==> config.mk <==
export PLATFORM = sky130hd
export DESIGN_NAME = peripheral_pin_routing_lock
export DESIGN_NICKNAME = d
export VERILOG_FILES = /design/src/rtl/pin_routing_pkg.sv /design/src/rtl/peripheral_pin_routing_lock.sv
export SDC_FILE = /design/constraint.sdc
export NUM_CORES = 1
export LEC_CHECK = 0
export BUFFER_PORTS_ARGS = -buffer_cell sky130_fd_sc_hd__buf_2
export CORE_MARGIN = 1.5
export CORE_UTILIZATION = 56
export DETAILED_ROUTE_END_ITERATION = 8
export HOLD_SLACK_MARGIN = 0.05
export PLACE_DENSITY_LB_ADDON = 0.25
export SLEW_MARGIN = 5
export SYNTH_ARGS = -nofsm -noshare
export SYNTH_HDL_FRONTEND = slang
export SYNTH_SLANG_ARGS = --single-unit
export TNS_END_PERCENT = 100
==> constraint.sdc <==
create_clock -name clk_sys_i -period 11 [get_ports clk_sys_i]
set_input_delay 2.2 -clock clk_sys_i [delete_from_list [all_inputs] [get_ports clk_sys_i]]
set_output_delay 2.2 -clock clk_sys_i [all_outputs]
set_load 0.05 [all_outputs]
==> src/rtl/pin_routing_pkg.sv <==
// Constants, register map and types for the peripheral pin routing block
package pin_routing_pkg;

  // ==========================================================================
  // Bus and field layout
  localparam int          ADDR_W     = 13;
  localparam int          DATA_W     = 8;
  localparam int          SEL_W      = 6;
  localparam int          PIN_W      = 3;
  localparam int          PORT_LSB   = 3;
  localparam int          LOCK_BIT   = 0;
  localparam int          NUM_IN     = 13;
  localparam int          NUM_OUT    = 17;
  localparam int          NUM_PADS   = 24;
  localparam int          NUM_SRC    = 9;

  // ==========================================================================
  // Lock register and key sequence
  localparam logic [12:0] LOCK_ADDR  = 13'h1E8F;
  localparam logic [7:0]  LOCK_KEY1  = 8'h55;
  localparam logic [7:0]  LOCK_KEY2  = 8'hAA;
  localparam logic        LOCK_RST   = 1'b0;

  // ==========================================================================
  // Codes
  localparam logic [5:0]  SRC_LATCH  = 6'h00;
  localparam logic [5:0]  SRC_LAST   = 6'h09;
  localparam logic [2:0]  PORT_A     = 3'h0;
  localparam logic [2:0]  PORT_B     = 3'h1;
  localparam logic [2:0]  PORT_C     = 3'h2;
  localparam logic [5:0]  OUT_RST    = 6'h00;

  // ==========================================================================
  // Peripheral input selections: order is ext int, tmr0 clk, tmr1 clk,
  // tmr1 gate, tmr2 in, capture1, capture2, adc trigger, sync serial clk,
  // sync serial data, sync serial select, async receive, async clock
  localparam logic [12:0] IN_ADDR [NUM_IN] = '{
    13'h1E90, 13'h1E91, 13'h1E92, 13'h1E93, 13'h1E9C, 13'h1EA1, 13'h1EA2,
    13'h1EC3, 13'h1EC5, 13'h1EC6, 13'h1EC7, 13'h1ECB, 13'h1ECC
  };
  // Power-on defaults, {port, pin}
  localparam logic [5:0]  IN_RST [NUM_IN] = '{
    6'h02, 6'h02, 6'h05, 6'h04, 6'h05, 6'h15, 6'h13,
    6'h12, 6'h0C, 6'h0E, 6'h16, 6'h0D, 6'h0F
  };

  // ==========================================================================
  // Pin output selections: a0 a1 a2 a4 a5 b4 b5 b6 b7 c0..c7
  localparam logic [12:0] OUT_ADDR [NUM_OUT] = '{
    13'h1F10, 13'h1F11, 13'h1F12, 13'h1F14, 13'h1F15, 13'h1F1C, 13'h1F1D,
    13'h1F1E, 13'h1F1F, 13'h1F20, 13'h1F21, 13'h1F22, 13'h1F23, 13'h1F24,
    13'h1F25, 13'h1F26, 13'h1F27
  };
  // Bit of the 24-bit pad vector {port C, port B, port A} per routed pin
  localparam logic [4:0]  OUT_PAD [NUM_OUT] = '{
    5'h00, 5'h01, 5'h02, 5'h04, 5'h05, 5'h0C, 5'h0D,
    5'h0E, 5'h0F, 5'h10, 5'h11, 5'h12, 5'h13, 5'h14,
    5'h15, 5'h16, 5'h17
  };

  // ==========================================================================
  // Lock sequence tracker
  typedef enum logic [1:0] {
    SEQ_IDLE  = 2'b00,
    SEQ_KEY1  = 2'b01,
    SEQ_ARMED = 2'b10
  } lock_seq_e;

endpackage

==> src/rtl/peripheral_pin_routing_lock.sv <==
// Peripheral pin routing registers with write-protection lock
`timescale 1ns/1ps
`default_nettype none

module peripheral_pin_routing_lock
  import pin_routing_pkg::*;
(
  input  wire logic                clk_sys_i,
  input  wire logic                rst_i,
  input  wire logic                other_reset_i,
  input  wire logic                one_way_lock_option_i,
  input  wire logic [ADDR_W-1:0]   addr_i,
  input  wire logic [DATA_W-1:0]   wr_data_i,
  input  wire logic                wr_i,
  input  wire logic                rd_i,
  output logic      [DATA_W-1:0]   rd_data_o,
  input  wire logic [NUM_PADS-1:0] pad_in_i,
  input  wire logic [NUM_PADS-1:0] port_latch_output_i,
  input  wire logic [NUM_SRC-1:0]  periph_out_i,
  output logic      [NUM_OUT-1:0]  pin_out_o,
  output logic      [NUM_IN-1:0]   periph_in_o,
  output logic                     routing_locked_flag_o
);

  // ==========================================================================
  // Routing helpers

  function automatic logic route_out(
    input logic [SEL_W-1:0]   code,
    input logic               latch_bit,
    input logic [NUM_SRC-1:0] src
  );
    logic [3:0] idx;
    idx = code[3:0] - 4'h1;
    if (code == SRC_LATCH) begin
      route_out = latch_bit;
    end else if (code <= SRC_LAST) begin
      route_out = src[idx];
    end else begin
      // Unused codes drive low rather than float
      route_out = 1'b0;
    end
  endfunction

  function automatic logic route_in(
    input logic [SEL_W-1:0]    sel,
    input logic [NUM_PADS-1:0] pads
  );
    logic [2:0] port;
    logic [4:0] idx;
    port = sel[SEL_W-1:PORT_LSB];
    idx  = {port[1:0], sel[PIN_W-1:0]};
    if (port == PORT_A || port == PORT_B || port == PORT_C) begin
      route_in = pads[idx];
    end else begin
      route_in = 1'b0;
    end
  endfunction

  // ==========================================================================
  // State

  logic                    lock_ff;
  logic                    nxt_lock;
  lock_seq_e               seq_ff;
  lock_seq_e               nxt_seq;
  logic [SEL_W-1:0]        out_sel_ff [NUM_OUT];
  logic [SEL_W-1:0]        in_sel_ff  [NUM_IN];
  logic [DATA_W-1:0]       rd_data_ff;
  logic [DATA_W-1:0]       nxt_rd_data;
  logic [NUM_PADS-1:0]     pad_s1_ff;
  logic [NUM_PADS-1:0]     pad_s2_ff;
  logic [NUM_PADS-1:0]     pad_s3_ff;
  logic [NUM_PADS-1:0]     pad_ff;
  logic [NUM_PADS-1:0]     nxt_pad;
  logic [NUM_OUT-1:0]      pin_out_ff;
  logic [NUM_OUT-1:0]      nxt_pin_out;
  logic [NUM_IN-1:0]       periph_in_ff;
  logic [NUM_IN-1:0]       nxt_periph_in;

  // ==========================================================================
  // Address decode

  logic                    lock_hit;
  logic                    lock_wr;
  logic                    sel_wr_ok;
  logic                    other_wr;
  logic                    key1_seen;
  logic                    key2_seen;
  logic [NUM_OUT-1:0]      out_hit;
  logic [NUM_IN-1:0]       in_hit;
  logic [NUM_OUT-1:0]      out_wr;
  logic [NUM_IN-1:0]       in_wr;
  logic [DATA_W-1:0]       out_rd [NUM_OUT];
  logic [DATA_W-1:0]       in_rd  [NUM_IN];
  logic [DATA_W-1:0]       lock_rd;

  assign lock_hit  = (addr_i == LOCK_ADDR);
  assign lock_wr   = wr_i && lock_hit;
  assign other_wr  = wr_i && !lock_hit;
  assign key1_seen = (wr_data_i == LOCK_KEY1);
  assign key2_seen = (wr_data_i == LOCK_KEY2);
  assign sel_wr_ok = wr_i && !lock_ff;

  genvar g;
  generate
    for (g = 0; g < NUM_OUT; g++) begin : g_out_dec
      assign out_hit[g] = (addr_i == OUT_ADDR[g]);
      assign out_wr[g]  = sel_wr_ok && out_hit[g];
      assign out_rd[g]  = out_hit[g] ? {2'b00, out_sel_ff[g]} : 8'h00;
    end
    for (g = 0; g < NUM_IN; g++) begin : g_in_dec
      assign in_hit[g] = (addr_i == IN_ADDR[g]);
      assign in_wr[g]  = sel_wr_ok && in_hit[g];
      assign in_rd[g]  = in_hit[g] ? {2'b00, in_sel_ff[g]} : 8'h00;
    end
  endgenerate

  // Flag reads back in bit 0 only
  assign lock_rd = lock_hit ? {7'h00, lock_ff} : 8'h00;

  // Unmapped and reserved addresses read as zero
  always_comb begin
    nxt_rd_data = lock_rd;
    for (int i = 0; i < NUM_OUT; i++) begin
      nxt_rd_data = nxt_rd_data | out_rd[i];
    end
    for (int i = 0; i < NUM_IN; i++) begin
      nxt_rd_data = nxt_rd_data | in_rd[i];
    end
    if (!rd_i) begin
      nxt_rd_data = 8'h00;
    end
  end

  // ==========================================================================
  // Lock key sequence

  // A write to any other address breaks the sequence; reads do not
  always_comb begin
    nxt_seq  = seq_ff;
    nxt_lock = lock_ff;
    if (other_wr) begin
      nxt_seq = SEQ_IDLE;
    end else if (lock_wr) begin
      unique case (seq_ff)
        SEQ_IDLE: begin
          nxt_seq = key1_seen ? SEQ_KEY1 : SEQ_IDLE;
        end
        SEQ_KEY1: begin
          // Second key arms the flag write
          if (key2_seen) begin
            nxt_seq = SEQ_ARMED;
          end else if (key1_seen) begin
            nxt_seq = SEQ_KEY1;
          end else begin
            nxt_seq = SEQ_IDLE;
          end
        end
        SEQ_ARMED: begin
          nxt_seq  = SEQ_IDLE;
          nxt_lock = wr_data_i[LOCK_BIT];
          if (one_way_lock_option_i && lock_ff) begin
            nxt_lock = 1'b1;
          end
        end
        default: begin
          nxt_seq = SEQ_IDLE;
        end
      endcase
    end
  end

  always_ff @(posedge clk_sys_i or posedge rst_i) begin
    if (rst_i) begin
      lock_ff <= LOCK_RST;
      seq_ff  <= SEQ_IDLE;
    end else if (other_reset_i) begin
      lock_ff <= LOCK_RST;
      seq_ff  <= SEQ_IDLE;
    end else begin
      lock_ff <= nxt_lock;
      seq_ff  <= nxt_seq;
    end
  end

  // ==========================================================================
  // Selection registers

  // Only power-on reset restores selections; a warm reset must not
  // disturb pins that are already driving the board.
  always_ff @(posedge clk_sys_i or posedge rst_i) begin
    if (rst_i) begin
      for (int i = 0; i < NUM_OUT; i++) begin
        out_sel_ff[i] <= OUT_RST;
      end
    end else if (!other_reset_i) begin
      for (int i = 0; i < NUM_OUT; i++) begin
        if (out_wr[i]) begin
          out_sel_ff[i] <= wr_data_i[SEL_W-1:0];
        end
      end
    end
  end

  always_ff @(posedge clk_sys_i or posedge rst_i) begin
    if (rst_i) begin
      for (int i = 0; i < NUM_IN; i++) begin
        in_sel_ff[i] <= IN_RST[i];
      end
    end else if (!other_reset_i) begin
      for (int i = 0; i < NUM_IN; i++) begin
        if (in_wr[i]) begin
          in_sel_ff[i] <= wr_data_i[SEL_W-1:0];
        end
      end
    end
  end

  // ==========================================================================
  // Pad input synchroniser

  // Change is taken once stages two and three agree, which also
  // rejects single-cycle glitches on the pads.
  logic [NUM_PADS-1:0] pad_agree;

  assign pad_agree = ~(pad_s2_ff ^ pad_s3_ff);
  assign nxt_pad   = (pad_agree & pad_s3_ff) | (~pad_agree & pad_ff);

  always_ff @(posedge clk_sys_i or posedge rst_i) begin
    if (rst_i) begin
      pad_s1_ff <= '0;
      pad_s2_ff <= '0;
      pad_s3_ff <= '0;
      pad_ff    <= '0;
    end else begin
      pad_s1_ff <= pad_in_i;
      pad_s2_ff <= pad_s1_ff;
      pad_s3_ff <= pad_s2_ff;
      pad_ff    <= nxt_pad;
    end
  end

  // ==========================================================================
  // Routing muxes

  generate
    for (g = 0; g < NUM_OUT; g++) begin : g_out_mux
      assign nxt_pin_out[g] = route_out(out_sel_ff[g],
                                        port_latch_output_i[OUT_PAD[g]],
                                        periph_out_i);
    end
    for (g = 0; g < NUM_IN; g++) begin : g_in_mux
      assign nxt_periph_in[g] = route_in(in_sel_ff[g], pad_ff);
    end
  endgenerate

  always_ff @(posedge clk_sys_i or posedge rst_i) begin
    if (rst_i) begin
      pin_out_ff   <= '0;
      periph_in_ff <= '0;
      rd_data_ff   <= 8'h00;
    end else begin
      pin_out_ff   <= nxt_pin_out;
      periph_in_ff <= nxt_periph_in;
      rd_data_ff   <= nxt_rd_data;
    end
  end

  // ==========================================================================
  // Outputs

  assign rd_data_o             = rd_data_ff;
  assign pin_out_o             = pin_out_ff;
  assign periph_in_o           = periph_in_ff;
  assign routing_locked_flag_o = lock_ff;

endmodule

`default_nettype wire

==> impl_metrics.tcl, run 1 <==
set metrics [dict create \
    routed.top_layer "met4" \
    cts_hold_buf 0 \
    start_kind "input port" \
    antenna_found_initial 1 \
    final_util_pct 62.7 \
    grt_usage_pct 33.7 \
    cts_root_buf "clkbuf_16" \
    min_path_cells 0 \
    clock_latency_ps 530 \
    yosysUniqueCellTypes 83 \
    critical-path-slowest-cell "nor2b_1" \
    grt_pass1_wl_mm 84.4 \
    dp_hpwl_mm 38.1 \
    synth.top_cell.area_share_pct 38.6 \
    overflow 0 \
    final_antenna_net_count 0 \
    synth.area.top_cells "dfrtp_1 (39%), mux4_2 (15%), mux2_2 (8.8%)" \
    dieArea_um2 34100 \
    vdd_drop_max_mv 0.141 \
    min-delay-start "pad_s1_ff[15]" \
    rsz0062_at_grt "no" \
    synth_area_um2 18500 \
    syn_to_final_growth_pct 10.4 \
    outcome "finished clean" \
    multiInputGateArea_um2 9870 \
    setup_tns_ps 0 \
    hold_path_class "register to register" \
    reg2reg_slack_ps 8670 \
    syn_avg_cell_area_um2 12.5 \
    r2r-start "out_sel_ff[54]" \
    firstDrtPassIters 8 \
    ys_seq_area_share_pct 42.9 \
    netlist_instances 1482 \
    fmax_ghz 0.210 \
    crit_required_ps 11390 \
    wl_per_cell_um 27.9 \
    crit_type "input port to register" \
    cts_num_sinks 315 \
    layout.nets 1653 \
    gp_congestion 0.986 \
    yosys_warnings 0 \
    grt_pass1_vias 13600 \
    core.rowCount 66 \
    r2r_cells 7 \
    cp.arrival_ps 5160 \
    path_cells "buf_2, buf_4, nor2b_1, and3b_1, and2_1, a221o_1, nor4_1, a41oi_1" \
    path_buf_inv 2 \
    slowest_delay_ps 970 \
    period_needed_ps 4760 \
    timing.final.crit_share_pct 43.3 \
    drtIter0Drc 1441 \
    initial_core_util_pct 56.8 \
    numCtsBuffers 35 \
    drc 0 \
    pin_count 123 \
    dieHeight_um 185 \
    ys.flop_type "dfrtp_1" \
    met3WireLength_mm 4.74 \
    htree_levels 2 \
    regArea_um2 7920 \
    setup_violations 0 \
    grt_start_max_net_pins 174 \
    holdPathEnd "pad_s2_ff[15]" \
    slew-limit-headroom_pct 22.0 \
    die_w_um 185 \
    final_hold_viol_count 0 \
    cts_resized 0 \
    r2r_end "pin_out_o[7]" \
    wl_met1_mm 21.7 \
    layout-drive-gt1-share_pct 34.0 \
    powerDensity_nw_per_um2 133 \
    fillers 2581 \
    end_kind "register" \
    synth_async_sr_flop_share_pct 100 \
    slew_viol_final 0 \
    cts_tree "yes" \
    synth_area_leader_cell "dfrtp_1" \
    viasPerCell 6.91 \
    finalWirelength_mm 55.4 \
    max_cap_violations 0 \
    cp_top_family "simple AND/OR/NAND/NOR gates" \
    yosysMostFrequentCell "dfrtp_1" \
    port_buffers 113 \
    tightest_slew_ps 1170 \
    cts_setup_buffers 0 \
    vias 13700 \
    clk_pin_slew_ps 60 \
    leakage_nw 8.50 \
    clock_path_buffers 3 \
    synth-seq-cells 315 \
    synth-edff-count 0 \
    finalClockSkew_ps 14.0 \
    core_um2 32500 \
    dr_wl_met2_mm 26.8 \
    ys_top_cells_by_count "dfrtp_1 (285), mux2_2 (145), mux4_2 (125)" \
    path_max_fanout 34 \
]
worst max-delay path by stage:
stage | from | to | slack [ps] | cells after the start
after global routing | addr_i[1] | out_sel_ff[87] | 6230 | 6
final | addr_i[1] | rd_data_o[5] | 6240 | 8
after floorplan | rst_i | async pin | 140 | 1
after CTS | addr_i[1] | rd_data_o[5] | 6370 | 8
after detailed placement | addr_i[1] | rd_data_o[5] | 5840 | 8
after global placement | addr_i[1] | out_sel_ff[85] | 5870 | 6
power by group:
part | internal, W | switching (W)
Clock | 0.000759 | 0.000476
Combinational | 0.0000948 | 0.000149
Sequential | 0.00119 | 0.0000513
Total | 0.00204 | 0.000676
registers in the layout, indices dropped and copies added (netlist names), named ones only:
signal                 count
out_sel_ff               102
pad_s3_ff                 24
pin_out_o                 17
pad_s2_ff                 24
seq_ff                     2
rd_data_o                  6
in_sel_ff                 78
pad_s1_ff                 24
periph_in_o               13
routing_locked_flag_o      1
per-stage QoR:
| stage | power, W | area, um^2 | hold slack [ps] | worst slack (ps) | std cells |
|---|---|---|---|---|---|
| 4_1_cts | 0.00274 | 20400 | 348 | 6370 | 1985 |
| 2_1_floorplan | 0.00141 | 18500 | 331 | 135 | 1483 |
| 3_3_place_gp | 0.00149 | 19200 | 332 | 5870 | 1923 |
| 3_5_place_dp | 0.00150 | 19200 | 335 | 5840 | 1923 |
| 5_1_grt | 0.00281 | 20400 | 350 | 6230 | 1986 |
| 6_report | 0.00272 | 20400 | 345 | 6240 | 1986 |
cells by family after synthesis:
| family | count (synthesis) | share of synthesized area, % |
|---|---|---|
| XOR/XNOR | 20 | 0.948 |
| AO/OA/AOI/OAI | 219 | 8.31 |
| flip-flops | 315 | 42.9 |
| AND/OR/NAND/NOR | 359 | 12.2 |
| buffers and inverters | 169 | 3.80 |
| adder cells (fa/ha/maj) | 75 | 4.75 |
| multiplexers | 324 | 27.1 |
| other | 1 | 0.0203 |
cell type report:
| class | count | area share, % |
|---|---|---|
| flip-flops and latches | 315 | 38.8 |
| repair buffers | 127 | 3.35 |
| well taps | 442 | 2.71 |
| clock buffers | 46 | 4.69 |
| diodes | 1 | 0.0123 |
| inverters | 40 | 0.772 |
| clock inverters | 16 | 1.30 |
| multi-input cells | 999 | 48.4 |
cell usage in the layout (no fill, tap or decap), types with 30 or more instances in the layout:
cell,n
o21ai_0,42
inv_1,39
buf_2,113
nand2_1,64
dfstp_2,30
dfrtp_1,285
nand3_1,63
mux4_2,125
a31oi_1,42
ha_1,51
clkbuf_16,35
mux2i_1,48
nand4_1,31
mux2_2,145
nor2_1,50
per-layer routing:
layer | global-route usage, % | up-vias
met4 | 13.6 | 0
met5 | 0 | -
li1 | - | 5813
met3 | 6.48 | 137
met2 | 55.8 | 780
met1 | 43.8 | 6986
(Power assumes the default switching activity.)
==> run 2: changes to the inputs <==
==> constraint.sdc (replaced) <==
create_clock -name clk_sys_i -period 4.1 [get_ports clk_sys_i]
set_input_delay 0.82 -clock clk_sys_i [delete_from_list [all_inputs] [get_ports clk_sys_i]]
set_output_delay 0.82 -clock clk_sys_i [all_outputs]
set_load 0.05 [all_outputs]
==> impl_metrics.tcl, run 2 (same netlist as run 1, synthesis figures left out) <==
set metrics [dict create \
    fmax_ghz 0.347 \
    cts_setup_buffers 0 \
    antenna_found_initial 1 \
    max_cap_violations 0 \
    core.rowCount 66 \
    dieHeight_um 185 \
    layout.nets 1671 \
    slew_viol_final 0 \
    drc 0 \
    largest_registers "out_sel_ff x102, in_sel_ff x78" \
    pin_count 123 \
    clock_path_buffers 3 \
    firstDrtPassIters 5 \
    outcome "finished clean" \
    crit_type "input port to register" \
    end_kind "register" \
    dp_hpwl_mm 39.1 \
    htree_levels 2 \
    powerDensity_nw_per_um2 348 \
    cts_root_buf "clkbuf_16" \
    setup_violations 0 \
    numCtsBuffers 35 \
    initial_core_util_pct 56.8 \
    vdd_drop_max_mv 0.379 \
    port_buffers 113 \
    regMostFlops "out_sel_ff" \
    vias 13900 \
    regArea_um2 7920 \
    hold_path_class "register to register" \
    viasPerCell 6.91 \
    final_antenna_net_count 0 \
    leakage_nw 8.57 \
    slew-limit-headroom_pct 20.6 \
    cts_hold_buf 0 \
    cts_resized 0 \
    timing.final.crit_share_pct 70.4 \
    grt_start_max_net_pins 103 \
    die_w_um 185 \
    tightest_slew_ps 1190 \
    clk_pin_slew_ps 60 \
    finalWirelength_mm 55.4 \
    syn_to_final_growth_pct 11.0 \
    fillers 2623 \
    drtIter0Drc 1237 \
    wl_per_cell_um 27.6 \
    period_needed_ps 2880 \
    final_util_pct 63.0 \
    path_max_fanout 22 \
    core_um2 32500 \
    start_kind "input port" \
    final_cell_mix "dfrtp_1 (285), mux2_2 (145), mux4_2 (125)" \
    overflow 0 \
    dieArea_um2 34100 \
    gp_congestion 1.04 \
    multiInputGateArea_um2 9870 \
    grt_pass1_vias 13900 \
    grt_usage_pct 33.8 \
    finalClockSkew_ps 19.2 \
    grt_pass1_wl_mm 85.6 \
    largest_reg_flops 102 \
    layout-drive-gt1-share_pct 34.5 \
    setup_tns_ps 0 \
    rsz0062_at_grt "no" \
    final_hold_viol_count 0 \
    cts_num_sinks 315 \
    clock_latency_ps 530 \
    crit_required_ps 4490 \
    cts_tree "yes" \
    final_common_cell "dfrtp_1" \
    cp.arrival_ps 3280 \
]
[run 2: final cells by class]
| type | instances | area share (%) |
|---|---|---|
| clock buffer | 53 | 4.89 |
| timing repair buffer | 145 | 4.23 |
| antenna | 1 | 0.0122 |
| sequential | 315 | 38.6 |
| tap | 442 | 2.70 |
| multi-input combinational | 999 | 48.1 |
| inverter | 40 | 0.750 |
| clock inverter | 10 | 0.683 |
[run 2: final timing paths]
| kind | start | to | slack, ps | cells after the start |
|---|---|---|---|---|
| min in group asynchronous | rst_i | pad_s1_ff[5] | 370 | 2 |
| min | pad_s1_ff[22] | pad_s2_ff[22] | 340 | 0 |
| max | addr_i[2] | rd_data_o[0] | 1220 | 7 |
| max in group asynchronous | rst_i | in_sel_ff[19] | 2720 | 4 |
| max reg2reg | out_sel_ff[54] | pin_out_o[7] | 1710 | 7 |
| min reg2reg | pad_s1_ff[22] | pad_s2_ff[22] | 340 | 0 |
[run 2: report_power, final]
group / leakage (nW) / internal (W) / switching (W)
registers: 3.90 / 0.00319 / 0.000140
logic: 4.12 / 0.000268 / 0.000398
clock network: 0.557 / 0.00184 / 0.00129
[run 2: per-stage QoR]
| step | total power (W) | worst slack (ps) | hold slack, ps | area, um^2 | std cells |
|---|---|---|---|---|---|
| 5_1_grt | 0.00737 | 1100 | 350 | 20500 | 2005 |
| 6_report | 0.00713 | 1220 | 336 | 20500 | 2005 |
| 4_1_cts | 0.00717 | 1310 | 343 | 20500 | 2004 |
| 3_5_place_dp | 0.00404 | 789 | 335 | 19400 | 1941 |
| 3_3_place_gp | 0.00402 | 826 | 332 | 19400 | 1941 |
| 2_1_floorplan | 0.00379 | -892 | 331 | 18500 | 1483 |
[run 2: critical path, cell delays in order]
cell      delay, ps
buf_2           270
nor4b_2        1060
buf_4           350
a22oi_1         100
nor3_1          190
a211oi_1         80
a41oi_1         400
[run 2: per-layer routing]
metal	track usage, %	share of wire [%]	wire (um)
met1	45.0	40	22000
met2	56.1	48	26700
met3	5.14	8.0	4430
met4	13.2	4.1	2270
met5	0	0	0
